**config.mk**
```make
export PLATFORM = sky130hd
export DESIGN_NAME = pho_holdover
export DESIGN_NICKNAME = d
export VERILOG_FILES = /design/src/pho_pkg.sv /design/src/pho_holdover.sv
export VERILOG_INCLUDE_DIRS = /design/src
export SDC_FILE = /design/constraint.sdc
export NUM_CORES = 1
export LEC_CHECK = 0
export BUFFER_PORTS_ARGS = -buffer_cell sky130_fd_sc_hd__buf_2
export CORE_ASPECT_RATIO = 1.4
export CORE_UTILIZATION = 34
export CTS_BUF_LIST = sky130_fd_sc_hd__clkbuf_4 sky130_fd_sc_hd__clkbuf_8
export DETAILED_ROUTE_END_ITERATION = 10
export SLEW_MARGIN = 10
export SYNTH_ARGS = -nofsm -noshare
export SYNTH_HDL_FRONTEND = slang
export SYNTH_SLANG_ARGS = --single-unit
```
**constraint.sdc**
```tcl
create_clock -name REF_CLK -period 3.45 [get_ports REF_CLK]
set_clock_uncertainty 0.2 [all_clocks]
set_input_delay 0.1725 -clock REF_CLK [delete_from_list [all_inputs] [get_ports REF_CLK]]
set_output_delay 0.1725 -clock REF_CLK [all_outputs]
set_load 0.03 [all_outputs]
```
**src/pho_cfg.svh**
```systemverilog
`ifndef PHO_CFG_SVH
`define PHO_CFG_SVH
`define PHO_OFF_STAT_PIN 8'h17
`define PHO_OFF_LD_CFG 8'h18
`define PHO_OFF_LD_PIN 8'h1A
`define PHO_OFF_MON_PIN 8'h1B
`define PHO_OFF_REF_CTL 8'h1C
`define PHO_OFF_HOLD 8'h1D
`define PHO_OFF_STATUS 8'h1F
`define PHO_RST_VAL 8'h00
`define PHO_HOLD_EN_A 0
`define PHO_HOLD_EXT 1
`define PHO_HOLD_EN_B 2
`define PHO_HOLD_CMP 3
`define PHO_LD_CNT_LO 5
`define PHO_LD_WIN 4
`define PHO_LD_DIS 3
`define PHO_FIRST_REFERENCE_BUF 1
`define PHO_SECOND_REFERENCE_BUF 2
`define PHO_REF_SEL 6
`define PHO_LDPIN_CUR_SRC 6'h04
`define PHO_LDPIN_DLD 6'h01
`define PHO_MON_CMP_HI 5'h0C
`define PHO_MON_CMP_LO 5'h1C
`define PHO_STAT_CMP_HI 6'h2C
`define PHO_STAT_CMP_LO 6'h3C
`define PHO_LD_CYC0 8'h05
`define PHO_LD_CYC1 8'h10
`define PHO_LD_CYC2 8'h40
`define PHO_LD_CYC3 8'hFF
`endif

```
**src/pho_pkg.sv**
```systemverilog
package pho_pkg;
	typedef enum logic [2:0] {
		PHO_IDLE = 3'b001,
		PHO_HOLD = 3'b010,
		PHO_REARM = 3'b100
	} pho_state_t;
endpackage : pho_pkg

```
**src/pho_holdover.sv**
```systemverilog
// The address-and-strobe port was chosen for this implementation.
`timescale 1ns/100ps
`include "pho_cfg.svh"

module pho_holdover
	import pho_pkg::*;
(
	// clock and reset
	input wire logic REF_CLK,
	input wire logic RST_N,
	// register port
	input wire logic [7:0] ADDR,
	input wire logic [7:0] WDATA,
	input wire logic WR_EN,
	input wire logic RD_EN,
	output logic [7:0] RDATA,
	// asynchronous pins
	input wire logic ALIGN_LOW_N,
	input wire logic LOCK_PIN_LEVEL,
	// phase detector side
	input wire logic FIRST_REFERENCE_EVT,
	input wire logic SECOND_REFERENCE_EVT,
	input wire logic PD_IN_LOCK_WIN,
	input wire logic PD_OUT_UNLOCK_WIN,
	input wire logic PD_UP,
	input wire logic PD_DN,
	// charge pump and divider
	output logic CP_UP,
	output logic CP_DN,
	output logic CP_HIZ,
	output logic FB_MAIN_CNT_RST,
	// lock outputs
	output logic DIGITAL_LOCK_FLAG,
	output logic WINDOW_HIGH_RANGE,
	output logic LOCK_PIN_OUT,
	output logic LOCK_PIN_OE_N,
	output logic LOCK_PIN_CUR_SRC,
	output logic REFERENCE_MONITOR_PIN_PIN,
	output logic STATUS_PIN
);

	function automatic logic [7:0] ld_need(input logic [1:0] code);
		case (code)
			2'h0: ld_need = `PHO_LD_CYC0;
			2'h1: ld_need = `PHO_LD_CYC1;
			2'h2: ld_need = `PHO_LD_CYC2;
			default: ld_need = `PHO_LD_CYC3;
		endcase
	endfunction : ld_need

	// software registers
	logic [7:0] stat_pin_r;
	logic [7:0] ld_cfg_r;
	logic [7:0] ld_pin_r;
	logic [7:0] mon_pin_r;
	logic [7:0] ref_ctl_r;
	logic [7:0] hold_r;
	logic [7:0] rdata_r;

	wire wr_stat = WR_EN && (ADDR == `PHO_OFF_STAT_PIN);
	wire wr_ldcfg = WR_EN && (ADDR == `PHO_OFF_LD_CFG);
	wire wr_ldpin = WR_EN && (ADDR == `PHO_OFF_LD_PIN);
	wire wr_mon = WR_EN && (ADDR == `PHO_OFF_MON_PIN);
	wire wr_ref = WR_EN && (ADDR == `PHO_OFF_REF_CTL);
	wire wr_hold = WR_EN && (ADDR == `PHO_OFF_HOLD);

	always_ff @(posedge REF_CLK or negedge RST_N) begin
		if (!RST_N) begin
			stat_pin_r <= `PHO_RST_VAL;
			ld_cfg_r <= `PHO_RST_VAL;
			ld_pin_r <= `PHO_RST_VAL;
		end else begin
			if (wr_stat)
				stat_pin_r <= WDATA;
			if (wr_ldcfg)
				ld_cfg_r <= WDATA;
			if (wr_ldpin)
				ld_pin_r <= WDATA;
		end
	end

	always_ff @(posedge REF_CLK or negedge RST_N) begin
		if (!RST_N) begin
			mon_pin_r <= `PHO_RST_VAL;
			ref_ctl_r <= `PHO_RST_VAL;
			hold_r <= `PHO_RST_VAL;
		end else begin
			if (wr_mon)
				mon_pin_r <= WDATA;
			if (wr_ref)
				ref_ctl_r <= WDATA;
			if (wr_hold)
				hold_r <= WDATA;
		end
	end

	// configuration decode
	wire hold_en = hold_r[`PHO_HOLD_EN_A] && hold_r[`PHO_HOLD_EN_B];
	wire manual = hold_r[`PHO_HOLD_EXT];
	wire cmp_en = hold_r[`PHO_HOLD_CMP];
	wire ld_dis = ld_cfg_r[`PHO_LD_DIS];
	wire [1:0] ld_code = ld_cfg_r[`PHO_LD_CNT_LO+1:`PHO_LD_CNT_LO];
	wire [5:0] ld_sel = ld_pin_r[5:0];
	wire [4:0] mon_sel = mon_pin_r[4:0];
	wire [5:0] st_sel = stat_pin_r[7:2];

	// selected reference path event
	wire first_reference_ok = FIRST_REFERENCE_EVT && ref_ctl_r[`PHO_FIRST_REFERENCE_BUF];
	wire second_reference_ok = SECOND_REFERENCE_EVT && ref_ctl_r[`PHO_SECOND_REFERENCE_BUF];
	wire ref_evt = ref_ctl_r[`PHO_REF_SEL] ? second_reference_ok : first_reference_ok;

	// pin synchronisers, change taken when stages 2 and 3 agree
	logic [2:0] align_s_r;
	logic [2:0] lock_s_r;
	logic align_f_r;
	logic lock_f_r;

	always_ff @(posedge REF_CLK or negedge RST_N) begin
		if (!RST_N) begin
			align_s_r <= 3'h7;
			lock_s_r <= 3'h0;
		end else begin
			align_s_r <= {align_s_r[1:0], ALIGN_LOW_N};
			lock_s_r <= {lock_s_r[1:0], LOCK_PIN_LEVEL};
		end
	end

	wire align_agree = (align_s_r[2] == align_s_r[1]);
	wire lock_agree = (lock_s_r[2] == lock_s_r[1]);
	wire align_nxt = align_agree ? align_s_r[2] : align_f_r;
	wire lock_nxt = lock_agree ? lock_s_r[2] : lock_f_r;

	always_ff @(posedge REF_CLK or negedge RST_N) begin
		if (!RST_N) begin
			align_f_r <= 1'b1;
			lock_f_r <= 1'b0;
		end else begin
			align_f_r <= align_nxt;
			lock_f_r <= lock_nxt;
		end
	end

	// edge, not level, starts manual holdover
	wire align_fall = align_f_r && !align_nxt;
	wire align_high = align_f_r;

	// disabled comparator reads as high
	wire lock_lvl = cmp_en ? lock_f_r : 1'b1;

	// digital lock detection on reference events
	logic [7:0] ld_cnt_r;
	logic [7:0] ld_cnt_nxt;
	logic dld_r;
	logic dld_nxt;

	wire [7:0] ld_inc = (ld_cnt_r == 8'hFF) ? 8'hFF : ld_cnt_r + 8'h01;

	always_comb begin
		ld_cnt_nxt = ld_cnt_r;
		dld_nxt = dld_r;
		if (ld_dis) begin
			ld_cnt_nxt = 8'h00;
			dld_nxt = 1'b0;
		end else if (ref_evt) begin
			if (PD_OUT_UNLOCK_WIN) begin
				ld_cnt_nxt = 8'h00;
				dld_nxt = 1'b0;
			end else if (PD_IN_LOCK_WIN) begin
				ld_cnt_nxt = ld_inc;
				if (ld_inc >= ld_need(ld_code))
					dld_nxt = 1'b1;
			end else begin
				ld_cnt_nxt = 8'h00;
			end
		end
	end

	always_ff @(posedge REF_CLK or negedge RST_N) begin
		if (!RST_N) begin
			ld_cnt_r <= 8'h00;
			dld_r <= 1'b0;
		end else begin
			ld_cnt_r <= ld_cnt_nxt;
			dld_r <= dld_nxt;
		end
	end

	assign DIGITAL_LOCK_FLAG = dld_r;
	assign WINDOW_HIGH_RANGE = !ld_cfg_r[`PHO_LD_WIN];

	// holdover state machine
	pho_state_t state_r;
	pho_state_t state_nxt;
	logic rst_pulse_nxt;
	logic rst_pulse_r;

	wire man_go = manual && align_fall;
	wire auto_go = !manual && !lock_lvl;
	wire release_ok = manual ? align_high : 1'b1;
	wire rearm_done = manual || lock_lvl;

	always_comb begin
		state_nxt = state_r;
		rst_pulse_nxt = 1'b0;
		if (!hold_en) begin
			state_nxt = PHO_IDLE;
		end else begin
			case (state_r)
				PHO_IDLE: begin
					if (man_go || auto_go)
						state_nxt = PHO_HOLD;
				end
				PHO_HOLD: begin
					// stays until a selected reference event, in manual mode with the align pin also high
					if (ref_evt && release_ok) begin
						rst_pulse_nxt = 1'b1;
						state_nxt = manual ? PHO_IDLE : PHO_REARM;
					end
				end
				PHO_REARM: begin
					if (rearm_done)
						state_nxt = PHO_IDLE;
				end
				default: state_nxt = PHO_IDLE;
			endcase
		end
	end

	always_ff @(posedge REF_CLK or negedge RST_N) begin
		if (!RST_N) begin
			state_r <= PHO_IDLE;
			rst_pulse_r <= 1'b0;
		end else begin
			state_r <= state_nxt;
			rst_pulse_r <= rst_pulse_nxt;
		end
	end

	wire hiz_nxt = (state_nxt == PHO_HOLD);

	// pump drive blocked while high impedance
	logic cp_up_r;
	logic cp_dn_r;
	logic cp_hiz_r;

	always_ff @(posedge REF_CLK or negedge RST_N) begin
		if (!RST_N) begin
			cp_up_r <= 1'b0;
			cp_dn_r <= 1'b0;
			cp_hiz_r <= 1'b0;
		end else begin
			cp_up_r <= PD_UP && !hiz_nxt;
			cp_dn_r <= PD_DN && !hiz_nxt;
			cp_hiz_r <= hiz_nxt;
		end
	end

	assign CP_UP = cp_up_r;
	assign CP_DN = cp_dn_r;
	assign CP_HIZ = cp_hiz_r;
	// prescaler untouched, main counter only
	assign FB_MAIN_CNT_RST = rst_pulse_r;

	// lock pin and monitor pin drive
	wire cs_mode = (ld_sel == `PHO_LDPIN_CUR_SRC);
	wire dld_mode = (ld_sel == `PHO_LDPIN_DLD);
	wire mon_val = (mon_sel == `PHO_MON_CMP_HI) ? lock_f_r :
		(mon_sel == `PHO_MON_CMP_LO) ? !lock_f_r : 1'b0;
	wire st_val = (st_sel == `PHO_STAT_CMP_HI) ? lock_f_r :
		(st_sel == `PHO_STAT_CMP_LO) ? !lock_f_r : 1'b0;

	logic ldp_out_r;
	logic ldp_oe_n_r;
	logic ldp_cs_r;
	logic mon_r;
	logic st_r;

	always_ff @(posedge REF_CLK or negedge RST_N) begin
		if (!RST_N) begin
			ldp_out_r <= 1'b0;
			ldp_oe_n_r <= 1'b1;
			ldp_cs_r <= 1'b0;
		end else begin
			ldp_out_r <= dld_mode && dld_r;
			ldp_oe_n_r <= cs_mode;
			ldp_cs_r <= cs_mode && dld_r;
		end
	end

	always_ff @(posedge REF_CLK or negedge RST_N) begin
		if (!RST_N) begin
			mon_r <= 1'b0;
			st_r <= 1'b0;
		end else begin
			mon_r <= mon_val;
			st_r <= st_val;
		end
	end

	assign LOCK_PIN_OUT = ldp_out_r;
	assign LOCK_PIN_OE_N = ldp_oe_n_r;
	assign LOCK_PIN_CUR_SRC = ldp_cs_r;
	assign REFERENCE_MONITOR_PIN_PIN = mon_r;
	assign STATUS_PIN = st_r;

	// read side, one cycle after the strobe
	wire [7:0] status_val = {4'h0, (state_r == PHO_REARM),
		lock_lvl, cp_hiz_r, dld_r};
	wire [7:0] rd_mux =
		(ADDR == `PHO_OFF_STAT_PIN) ? stat_pin_r :
		(ADDR == `PHO_OFF_LD_CFG) ? ld_cfg_r :
		(ADDR == `PHO_OFF_LD_PIN) ? ld_pin_r :
		(ADDR == `PHO_OFF_MON_PIN) ? mon_pin_r :
		(ADDR == `PHO_OFF_REF_CTL) ? ref_ctl_r :
		(ADDR == `PHO_OFF_HOLD) ? hold_r :
		(ADDR == `PHO_OFF_STATUS) ? status_val : 8'h00;

	always_ff @(posedge REF_CLK or negedge RST_N) begin
		if (!RST_N)
			rdata_r <= 8'h00;
		else if (RD_EN)
			rdata_r <= rd_mux;
		else
			rdata_r <= 8'h00;
	end

	assign RDATA = rdata_r;
endmodule : pho_holdover

```
==> flow_metrics.py, run 1 <==
metrics = {
    "outcome": {
        "status": "finished clean",
    },
    "clocking": {
        "cts_tree": "done",
        "ctsHtreeMaxLevel": 3,
        "holdBufCountCts": 18,
        "cts_buffers": 9,
        "cts_max_path_buffers": 2,
        "clk-insertion-delay-late_ps": 350,
        "cts_num_sinks": 85,
        "post-cts-setup-buffers": 0,
        "root_buffer": "clkbuf_8",
        "post_cts_resized": 0,
        "clk_pin_slew_worst_paths_ps": 100,
    },
    "global_routing": {
        "grt_pass1_wl_um": 15400,
        "grt_max_degree": 86,
        "overflow": 0,
        "grt_usage": 0.160,
        "antenna_found_initial": 0,
        "grt_pass1_vias": 3045,
    },
    "yosys": {
        "synthCells": 352,
        "synth-async-reset-ratio": 1.00,
        "postSynthAreaPerCell_um2": 11.6,
        "syn_nets": 392,
        "synth_ff_type": "dfrtp_1",
        "yosys_warnings": 0,
        "synth_seq_cells": 85,
        "synth_top_area_share": 0.484,
        "synth_largest_area_cell": "dfrtp_1",
        "ys_types": 50,
        "synth_edf_count": 0,
        "netlist_area_mm2": 0.00408,
        "synth_area_leaders": "dfrtp_1 (48%), mux2_2 (14%), dfstp_2 (3.9%)",
        "ys_seq_area_frac": 0.523,
    },
    "critical_path": {
        "crit_slowest_cell": "dfrtp_1",
        "cpPeakStageDelay_ps": 440,
        "crit_cells": 10,
        "r2r_slack_ps": 360,
        "r2r_cells": 10,
        "r2r_start": "ld_cnt_r[0]",
        "cp-end-kind": "register",
        "startpoint_type": "register",
        "crit_top_cell": "ha_1",
        "crit_buf_inv": 0,
        "path_max_fanout": 9,
        "worstSetupPathType": "reg -> reg",
        "cp_top_family": "compound AO/OA/AOI/OAI gates",
        "crit_chain": "ha_1 > and3_1 > and2_1 > nand4_1 > o21ai_0 > a21o_1 > ha_1 > a2111oi_0 > a31oi_1 > o21a_1",
        "critPathRequiredTime_ps": 3500,
        "crit_arrival_ps": 3140,
        "r2r_end": "DIGITAL_LOCK_FLAG",
    },
    "sta": {
        "finalSetupTns_ps": 0,
        "worst_pin_slew_ps": 1080,
        "grt_setup_unrepaired": "false",
        "fin_crit_ps": 3090,
        "hold_ws_ps": 53.4,
        "slew_violations": 0,
        "fin_crit_sh": 0.895,
        "hold_viol_final": 0,
        "fmax_mhz": 324,
        "max_slew_margin": 0.283,
        "finalSetupViolations": 0,
    },
    "final_layout": {
        "n_fill_cell": 1151,
        "finalNetCount": 457,
        "final_cell_count_no_fill": 569,
        "drive_gt1_frac": 0.291,
        "n_antenna_cell": 0,
        "area_delta_synth_final_pct": 18.2,
    },
    "detailed_routing": {
        "first_iter_violations": 156,
        "drc": 0,
        "wl_per_cell_um": 16.4,
        "firstDrtPassIters": 4,
        "postRouteAntennaNets": 0,
        "vias": 2965,
        "vias_per_cell": 5.21,
        "drt_wl_total_um": 9330,
    },
    "placed_design": {
        "dpl.hpwl_um": 6700,
        "routabilityCongestion": 0.834,
        "post-place-cells": 535,
        "port-buffer-count": 46,
    },
    "floorplanning": {
        "core-area_mm2": 0.0118,
        "rows": 47,
        "die-height_um": 132,
        "initial_core_util": 0.347,
        "fp.dieArea_mm2": 0.0125,
        "io_pins": 47,
        "fp.dieW_um": 94.6,
    },
    "pwr": {
        "totalPowerFinal_w": 0.00193,
        "p_leak_nw": 2.35,
        "ir_drop_uv": 143,
        "p_per_area_mw_per_mm2": 400,
    },
    "worst_hold_path": {
        "hold_path.class": "in -> reg",
        "hold_start": "PD_IN_LOCK_WIN",
        "holdPathStages": 4,
        "min_to": "DIGITAL_LOCK_FLAG",
    },
    "run": {
        "cap_violations": 0,
    },
}
[flip-flops by register name, indices dropped and copies added (netlist names), 3 cells and up]
name and flops:
RDATA 8, align_s_r 3, hold_r 8, ld_cfg_r 8, ld_cnt_r 8, ld_pin_r 8
lock_s_r 3, mon_pin_r 8, ref_ctl_r 8, stat_pin_r 8, state_r 3
[cell type report]
type | instances | area, um2 | share of cell area
timing repair buffer | 64 | 413 | 0.0855
clock inverter | 7 | 65.1 | 0.0135
multi-input combinational | 242 | 1850 | 0.384
inverter | 15 | 56.3 | 0.0117
tap | 147 | 184 | 0.0381
sequential | 85 | 2130 | 0.442
clock buffer | 9 | 124 | 0.0257
[cells by family (layout without fill, tap and decap cells)]
| group | after synthesis | count (layout) | share of synthesized area |
|---|---|---|---|
| AOI/OAI and AO/OA | 77 | 77 | 0.127 |
| xor gates and xnor gates | 4 | 4 | 0.00858 |
| muxes | 58 | 58 | 0.157 |
| adders and majority gates | 14 | 14 | 0.0417 |
| and+or+nand+nor | 89 | 89 | 0.119 |
| DFF | 85 | 85 | 0.523 |
| buffers and inverters | 25 | 95 | 0.0239 |
[tightest hold or removal path: cells and delay by family]
kind | cells | cell delay [ps]
AOI/OAI and AO/OA | 3 | 300
buffers and inverters | 1 | 100
[power breakdown]
part / total, W / internal, W / switching [W] / leakage (nW)
clock: 0.000687 / 0.000281 / 0.000406 / 0.0947
combinational: 0.000180 / 0.0000808 / 0.0000995 / 1.11
sequential: 0.00106 / 0.00104 / 0.0000299 / 1.14
total: 0.00193 / 0.00140 / 0.000535 / 2.35
[routing by layer]
| layer | track usage | routed length [um] | vias up |
|---|---|---|---|
| met3 | 0.0307 | 222 | 17 |
| li1 | - | - | 1420 |
| met1 | 0.190 | 4030 | 1482 |
| met4 | 0.0707 | 268 | 0 |
| met2 | 0.275 | 4810 | 46 |
| met5 | 0 | 0 | - |
[cell usage in the layout, fill, tap and decap left out, drive strengths merged, types with 2 or more instances in the layout]
master       synthesis  layout
maj3                 2       2
inv                 15      20
ha                  12      12
nor2b                5       5
nor2                19      19
clkbuf               5       9
a31oi                3       3
a22oi                9       9
a21o                 8       8
nand4                3       3
xnor2                3       3
mux2i                8       8
a21oi               12      12
nor3b                5       5
o21ai               14      14
buf                  5      46
o211ai               2       2
dlygate4sd3          0      18
o22ai                8       8
o22a                 2       2
a211oi               2       2
nor4                 2       2
dfstp                6       6
mux2                50      50
nor3                 2       2
nand3               11      11
nand2               23      23
a22o                 8       8
and3                 6       6
nand2b               2       2
o21a                 2       2
dfrtp               79      79
and2                 5       5
[worst max path at each step]
stage	start	endpoint
2_1_floorplan	ld_cnt_r[0]	DIGITAL_LOCK_FLAG
3_3_place_gp	ld_cnt_r[0]	DIGITAL_LOCK_FLAG
3_5_place_dp	ld_cnt_r[0]	DIGITAL_LOCK_FLAG
4_1_cts	ld_cnt_r[0]	DIGITAL_LOCK_FLAG
5_1_grt	ld_cnt_r[0]	DIGITAL_LOCK_FLAG
6_report	ld_cnt_r[0]	DIGITAL_LOCK_FLAG
[synth_stat cells (6+ instances only)]
cell type / n
o22ai_1: 8
o21ai_0: 14
mux2_2: 50
mux2i_1: 8
a21oi_1: 12
nand3_1: 11
ha_1: 12
inv_1: 15
nor2_1: 19
dfstp_2: 6
and3_1: 6
a22oi_1: 9
nand2_1: 22
a22o_1: 8
dfrtp_1: 79
a21o_1: 8
[metrics by stage]
step | utilization | area [um2] | setup slack [ps]
finish | 0.411 | 4830 | 362
global placement | 0.379 | 4460 | 439
floorplan | - | 4080 | 644
detailed placement | 0.379 | 4460 | 403
global route | 0.411 | 4830 | 128
CTS | 0.411 | 4830 | 385
No activity file was read; power rests on OpenSTA's default activity.
==> inputs of run 2 (changes only) <==
--- a/config.mk
+++ b/config.mk
@@ -7,7 +7,7 @@
 export NUM_CORES = 1
 export LEC_CHECK = 0
 export BUFFER_PORTS_ARGS = -buffer_cell sky130_fd_sc_hd__buf_2
-export CORE_ASPECT_RATIO = 1.4
+export CORE_ASPECT_RATIO = 0.5
 export CORE_UTILIZATION = 34
 export CTS_BUF_LIST = sky130_fd_sc_hd__clkbuf_4 sky130_fd_sc_hd__clkbuf_8
 export DETAILED_ROUTE_END_ITERATION = 10
==> run 2 against run 1 <==
- fmax shrank 0.26%
- setup slack lost 7.9 ps
- worst hold slack lost 13 ps
- critical endpoint unchanged
- combinational power is essentially flat
- clock power grew 4.2%
- power grew 1.5%
- count of clock-buffer cells in the layout grew 4
- critical path depth is the same
- first-iteration DRC count shrank 2.6%
- via count shrank 0.51%
==> flow_metrics.py, run 2 (synthesized netlist as in run 1, its figures left out) <==
metrics = {
    "sta": {
        "max_slew_margin": 0.277,
        "fmax_mhz": 323,
        "hold_viol_final": 0,
        "finalSetupTns_ps": 0,
        "worst_pin_slew_ps": 1090,
        "finalSetupViolations": 0,
        "fin_crit_ps": 3100,
        "slew_violations": 0,
        "hold_ws_ps": 40.3,
        "fin_crit_sh": 0.897,
        "grt_setup_unrepaired": "false",
    },
    "floorplanning": {
        "rows": 27,
        "die-height_um": 79.5,
        "core-area_mm2": 0.0114,
        "fp.dieW_um": 157,
        "fp.dieArea_mm2": 0.0125,
        "io_pins": 47,
        "initial_core_util": 0.360,
    },
    "critical_path": {
        "critPathRequiredTime_ps": 3500,
        "r2r_slack_ps": 350,
        "path_max_fanout": 9,
        "startpoint_type": "register",
        "crit_arrival_ps": 3150,
        "worstSetupPathType": "reg -> reg",
        "cp-end-kind": "register",
    },
    "clocking": {
        "cts_num_sinks": 85,
        "cts_tree": "done",
        "clk_pin_slew_worst_paths_ps": 80,
        "root_buffer": "clkbuf_8",
        "cts_buffers": 9,
        "post-cts-setup-buffers": 0,
        "clk-insertion-delay-late_ps": 360,
        "ctsHtreeMaxLevel": 3,
        "cts_max_path_buffers": 2,
    },
    "pwr": {
        "switching_power_w": 0.000477,
        "p_leak_nw": 2.35,
        "totalPowerFinal_w": 0.00196,
        "pwr-share-seq": 0.543,
        "p_comb_frac": 0.092,
        "p_int_w": 0.00149,
        "ir_drop_uv": 144,
        "swShare": 0.243,
        "p_per_area_mw_per_mm2": 404,
        "clockPowerShare": 0.365,
    },
    "placed_design": {
        "port-buffer-count": 46,
        "dpl.hpwl_um": 6440,
        "placedInstanceArea_mm2": 0.00447,
        "routabilityCongestion": 0.821,
        "post-place-cells": 547,
    },
    "final_layout": {
        "drive_gt1_frac": 0.291,
        "n_antenna_cell": 0,
        "finalNetCount": 457,
        "final_cell_mix": "dfrtp_1 (79), mux2_2 (50), buf_2 (45)",
        "area_delta_synth_final_pct": 18.9,
        "multi_input_comb_area_mm2": 0.00185,
        "n_fill_cell": 1121,
        "design_area_mm2": 0.00485,
        "final_common_cell": "dfrtp_1",
        "final_cell_count_no_fill": 581,
        "register_area_mm2": 0.00213,
    },
    "global_routing": {
        "overflow": 0,
        "antenna_found_initial": 0,
        "grt_max_degree": 86,
        "grt_usage": 0.163,
        "grt_pass1_wl_um": 15300,
        "grt_pass1_vias": 2889,
    },
    "detailed_routing": {
        "vias": 2950,
        "drt_wl_total_um": 9180,
        "first_iter_violations": 152,
        "firstDrtPassIters": 4,
        "wl_per_cell_um": 15.8,
        "vias_per_cell": 5.08,
        "postRouteAntennaNets": 0,
        "drc": 0,
    },
    "worst_hold_path": {
        "hold_path.class": "in -> reg",
    },
    "run": {
        "cap_violations": 0,
    },
    "outcome": {
        "status": "finished clean",
    },
}
==> run 2: repair_timing <==
item                      CTS  global route
hold endpoints to repair  136             0
resized for setup           0             0
hold buffers               18             0
==> run 2: cell type report <==
cell class | count | share of cell area
clock buffer | 13 | 0.0317
tap | 159 | 0.0410
inverter | 15 | 0.0116
clock inverter | 3 | 0.00954
timing repair buffer | 64 | 0.0851
multi-input combinational | 242 | 0.381
sequential | 85 | 0.440
==> run 2: path summary, 6_finish.rpt <==
path,from,end,cells after the start
worst max-delay path,ld_cnt_r[0],DIGITAL_LOCK_FLAG,10
worst min-delay path,PD_IN_LOCK_WIN,DIGITAL_LOCK_FLAG,4
worst max register to register,ld_cnt_r[0],DIGITAL_LOCK_FLAG,10
worst min register to register,lock_s_r[0],lock_s_r[1],0
max in group asynchronous,RST_N,ld_cnt_r[3],2
min in group asynchronous,RST_N,stat_pin_r[5],2
==> run 2: power groups by stage <==
| stage | registers [W] | clock network [W] | logic [W] |
|---|---|---|---|
| global route | 0.00107 | 0.000776 | 0.000203 |
| global placement | 0.00108 | 0 | 0.000164 |
| floorplan | 0.00108 | 0 | 0.0000922 |
| finish | 0.00107 | 0.000716 | 0.000180 |
| detailed placement | 0.00108 | 0 | 0.000167 |
| CTS | 0.00107 | 0.000740 | 0.000184 |
==> run 2: per-layer routing <==
layer,wire (um),up-vias,GRT usage
li1,-,1420,-
met1,4590,1459,0.229
met2,4010,58,0.244
met3,430,13,0.0445
met4,150,0,0.0520
met5,0,-,0
==> run 2: stage by stage <==
| stage | utilization | setup slack [ps] |
|---|---|---|
| after floorplan | - | 644 |
| after global routing | 0.428 | 95.7 |
| after CTS | 0.428 | 360 |
| final | 0.428 | 354 |
| after global placement | 0.394 | 445 |
| after detailed placement | 0.394 | 381 |
==> run 2: worst max-delay path: stages, from the launching register on <==
cell	delay [ps]
dfrtp_1	440
ha_1	270
and3_1	200
and2_1	200
nand4_1	250
o21ai_0	190
a21o_1	190
ha_1	310
a2111oi_0	420
a31oi_1	140
o21a_1	190
==> inputs of run 3 (changes only) <==
--- a/config.mk
+++ b/config.mk
@@ -11,6 +11,7 @@
 export CORE_UTILIZATION = 34
 export CTS_BUF_LIST = sky130_fd_sc_hd__clkbuf_4 sky130_fd_sc_hd__clkbuf_8
 export DETAILED_ROUTE_END_ITERATION = 10
+export PLACE_DENSITY = 0.54
 export SLEW_MARGIN = 10
 export SYNTH_ARGS = -nofsm -noshare
 export SYNTH_HDL_FRONTEND = slang
==> constraint.sdc (replaced) <==
create_clock -name REF_CLK -period 3.8 [get_ports REF_CLK]
set_clock_uncertainty 0.2 [all_clocks]
set_input_delay 0.19 -clock REF_CLK [delete_from_list [all_inputs] [get_ports REF_CLK]]
set_output_delay 0.19 -clock REF_CLK [all_outputs]
set_load 0.03 [all_outputs]
==> run 3 against run 2 <==
- die area unchanged
- core utilization up 0.066 points
- fmax up 0.28%
- via count up 1.6%
- global-route usage up 0.35 points
- non-clock buffer count up 1
- power down 8.8%
- worst hold slack better by 16 ps
- sequential share of layout area down 0.068 points
- critical endpoint unchanged
- cell area up 0.15%
- clock power down 8.2%
==> flow_metrics.py, run 3 (synthesized netlist as in run 1, its figures left out) <==
metrics = {
    "outcome": {
        "status": "finished clean",
    },
    "global_routing": {
        "grt_max_degree": 65,
        "grt_use_met2": 0.257,
        "grt_most_used_layer": "met2",
        "grt_usage": 0.167,
        "grt_use_met3": 0.0402,
        "grt_pass1_vias": 2932,
        "antenna_found_initial": 0,
        "overflow": 0,
        "grt_pass1_wl_um": 15600,
        "grt_util_met1": 0.232,
    },
    "pwr": {
        "p_per_area_mw_per_mm2": 368,
        "totalPowerFinal_w": 0.00179,
        "ir_drop_uv": 167,
        "p_leak_nw": 2.36,
    },
    "floorplanning": {
        "rows": 27,
        "fp.dieW_um": 157,
        "fp.dieArea_mm2": 0.0125,
        "die-height_um": 79.5,
        "io_pins": 47,
        "initial_core_util": 0.360,
        "core-area_mm2": 0.0114,
    },
    "sta": {
        "finalWorstSetupSlack_ps": 713,
        "finalSetupTns_ps": 0,
        "worst_pin_slew_ps": 857,
        "fin_crit_ps": 3090,
        "grt_setup_unrepaired": "false",
        "fmax_mhz": 324,
        "slew_violations": 0,
        "fin_crit_sh": 0.812,
        "hold_viol_final": 0,
        "finalSetupViolations": 0,
        "max_slew_margin": 0.423,
    },
    "critical_path": {
        "crit_chain": "ha_1 > and3_1 > and2_1 > nand4_1 > o21ai_0 > a21o_1 > ha_1 > a2111oi_0 > a31oi_1 > o21a_1",
        "crit_arrival_ps": 3140,
        "cp-end-kind": "register",
        "cp_top_family": "compound AO/OA/AOI/OAI gates",
        "cpPeakStageDelay_ps": 430,
        "r2r_slack_ps": 710,
        "critPathRequiredTime_ps": 3850,
        "startpoint_type": "register",
        "path_max_fanout": 9,
        "crit_top_cell": "ha_1",
        "worstSetupPathType": "reg -> reg",
        "crit_slowest_cell": "dfrtp_1",
        "crit_buf_inv": 0,
    },
    "detailed_routing": {
        "first_iter_violations": 184,
        "drt_wl_total_um": 9490,
        "vias_per_cell": 5.15,
        "wl_per_cell_um": 16.3,
        "firstDrtPassIters": 4,
        "vias": 2998,
        "postRouteAntennaNets": 0,
        "drc": 0,
    },
    "clocking": {
        "clk-insertion-delay-late_ps": 360,
        "cts_max_path_buffers": 2,
        "cts_num_sinks": 85,
        "cts_buffers": 9,
        "root_buffer": "clkbuf_8",
        "ctsHtreeMaxLevel": 3,
        "holdBufCountCts": 18,
        "post_cts_resized": 0,
        "cts_tree": "done",
        "post-cts-setup-buffers": 0,
        "clk_pin_slew_worst_paths_ps": 80,
    },
    "worst_hold_path": {
        "hold_path.class": "in -> reg",
    },
    "placed_design": {
        "placedInstanceArea_mm2": 0.00448,
        "place_worst_setup_slack_ps": 711,
        "routabilityCongestion": 0.750,
        "port-buffer-count": 46,
        "dpl.hpwl_um": 6560,
    },
    "run": {
        "cap_violations": 0,
    },
    "final_layout": {
        "n_antenna_cell": 0,
        "area_delta_synth_final_pct": 19.1,
        "final_common_cell": "dfrtp_1",
        "final_cell_mix": "dfrtp_1 (79), mux2_2 (50), buf_2 (45)",
        "design_area_mm2": 0.00486,
        "drive_gt1_frac": 0.293,
        "final_util": 0.428,
        "finalNetCount": 458,
        "n_fill_cell": 1120,
    },
}
==> run 3: changes by cell type in the layout (fill, tap and decap cells not counted) <==
cell / previous run / this run
clkinv_2: 0 / 2
buf_4: 1 / 2
clkinv_4: 1 / 0
clkbuf_4: 4 / 2
clkbuf_8: 9 / 10
==> run 3: per-layer routing <==
layer,vias up,share of wire
met3,8,0.037
li1,1421,-
met4,0,0.0087
met5,-,0
met1,1510,0.51
met2,59,0.44
==> run 3: power breakdown <==
part | internal, W | switching [W] | leakage [nW] | total (W)
clock network | 0.000335 | 0.000322 | 0.103 | 0.000657
logic | 0.0000740 | 0.0000912 | 1.11 | 0.000165
registers | 0.000940 | 0.0000269 | 1.14 | 0.000966
total | 0.00135 | 0.000440 | 2.36 | 0.00179
==> run 3: cell type report <==
cell class | instances | area [um2] | share of cell area
Clock buffer | 12 | 153 | 0.0314
Clock inverter | 4 | 47.5 | 0.00978
Inverter | 15 | 56.3 | 0.0116
Multi-Input combinational cell | 242 | 1850 | 0.381
Sequential cell | 85 | 2130 | 0.439
Tap cell | 159 | 199 | 0.0409
Timing Repair Buffer | 65 | 420 | 0.0865
==> run 3: worst paths after layout <==
| kind | depth (start not counted) | end | start |
|---|---|---|---|
| worst max-delay path | 10 | DIGITAL_LOCK_FLAG | ld_cnt_r[0] |
| worst min-delay path | 4 | DIGITAL_LOCK_FLAG | PD_IN_LOCK_WIN |
| worst min register to register | 0 | lock_s_r[1] | lock_s_r[0] |
| min in group asynchronous | 2 | state_r[2] | RST_N |
| worst max register to register | 10 | DIGITAL_LOCK_FLAG | ld_cnt_r[0] |
| max in group asynchronous | 3 | hold_r[5] | RST_N |
==> run 3: per-stage QoR <==
step                      hold WS, ps  std cells
after floorplan                  -306        352
after global placement           95.2        548
after detailed placement         96.2        548
after CTS                        42.1        582
after global routing             64.3        582
final                            56.0        582
==> run 3: worst min-delay path: stages <==
cell and delay (ps):
buf_2 100, o211ai_1 70, a31oi_1 50, o21a_1 160
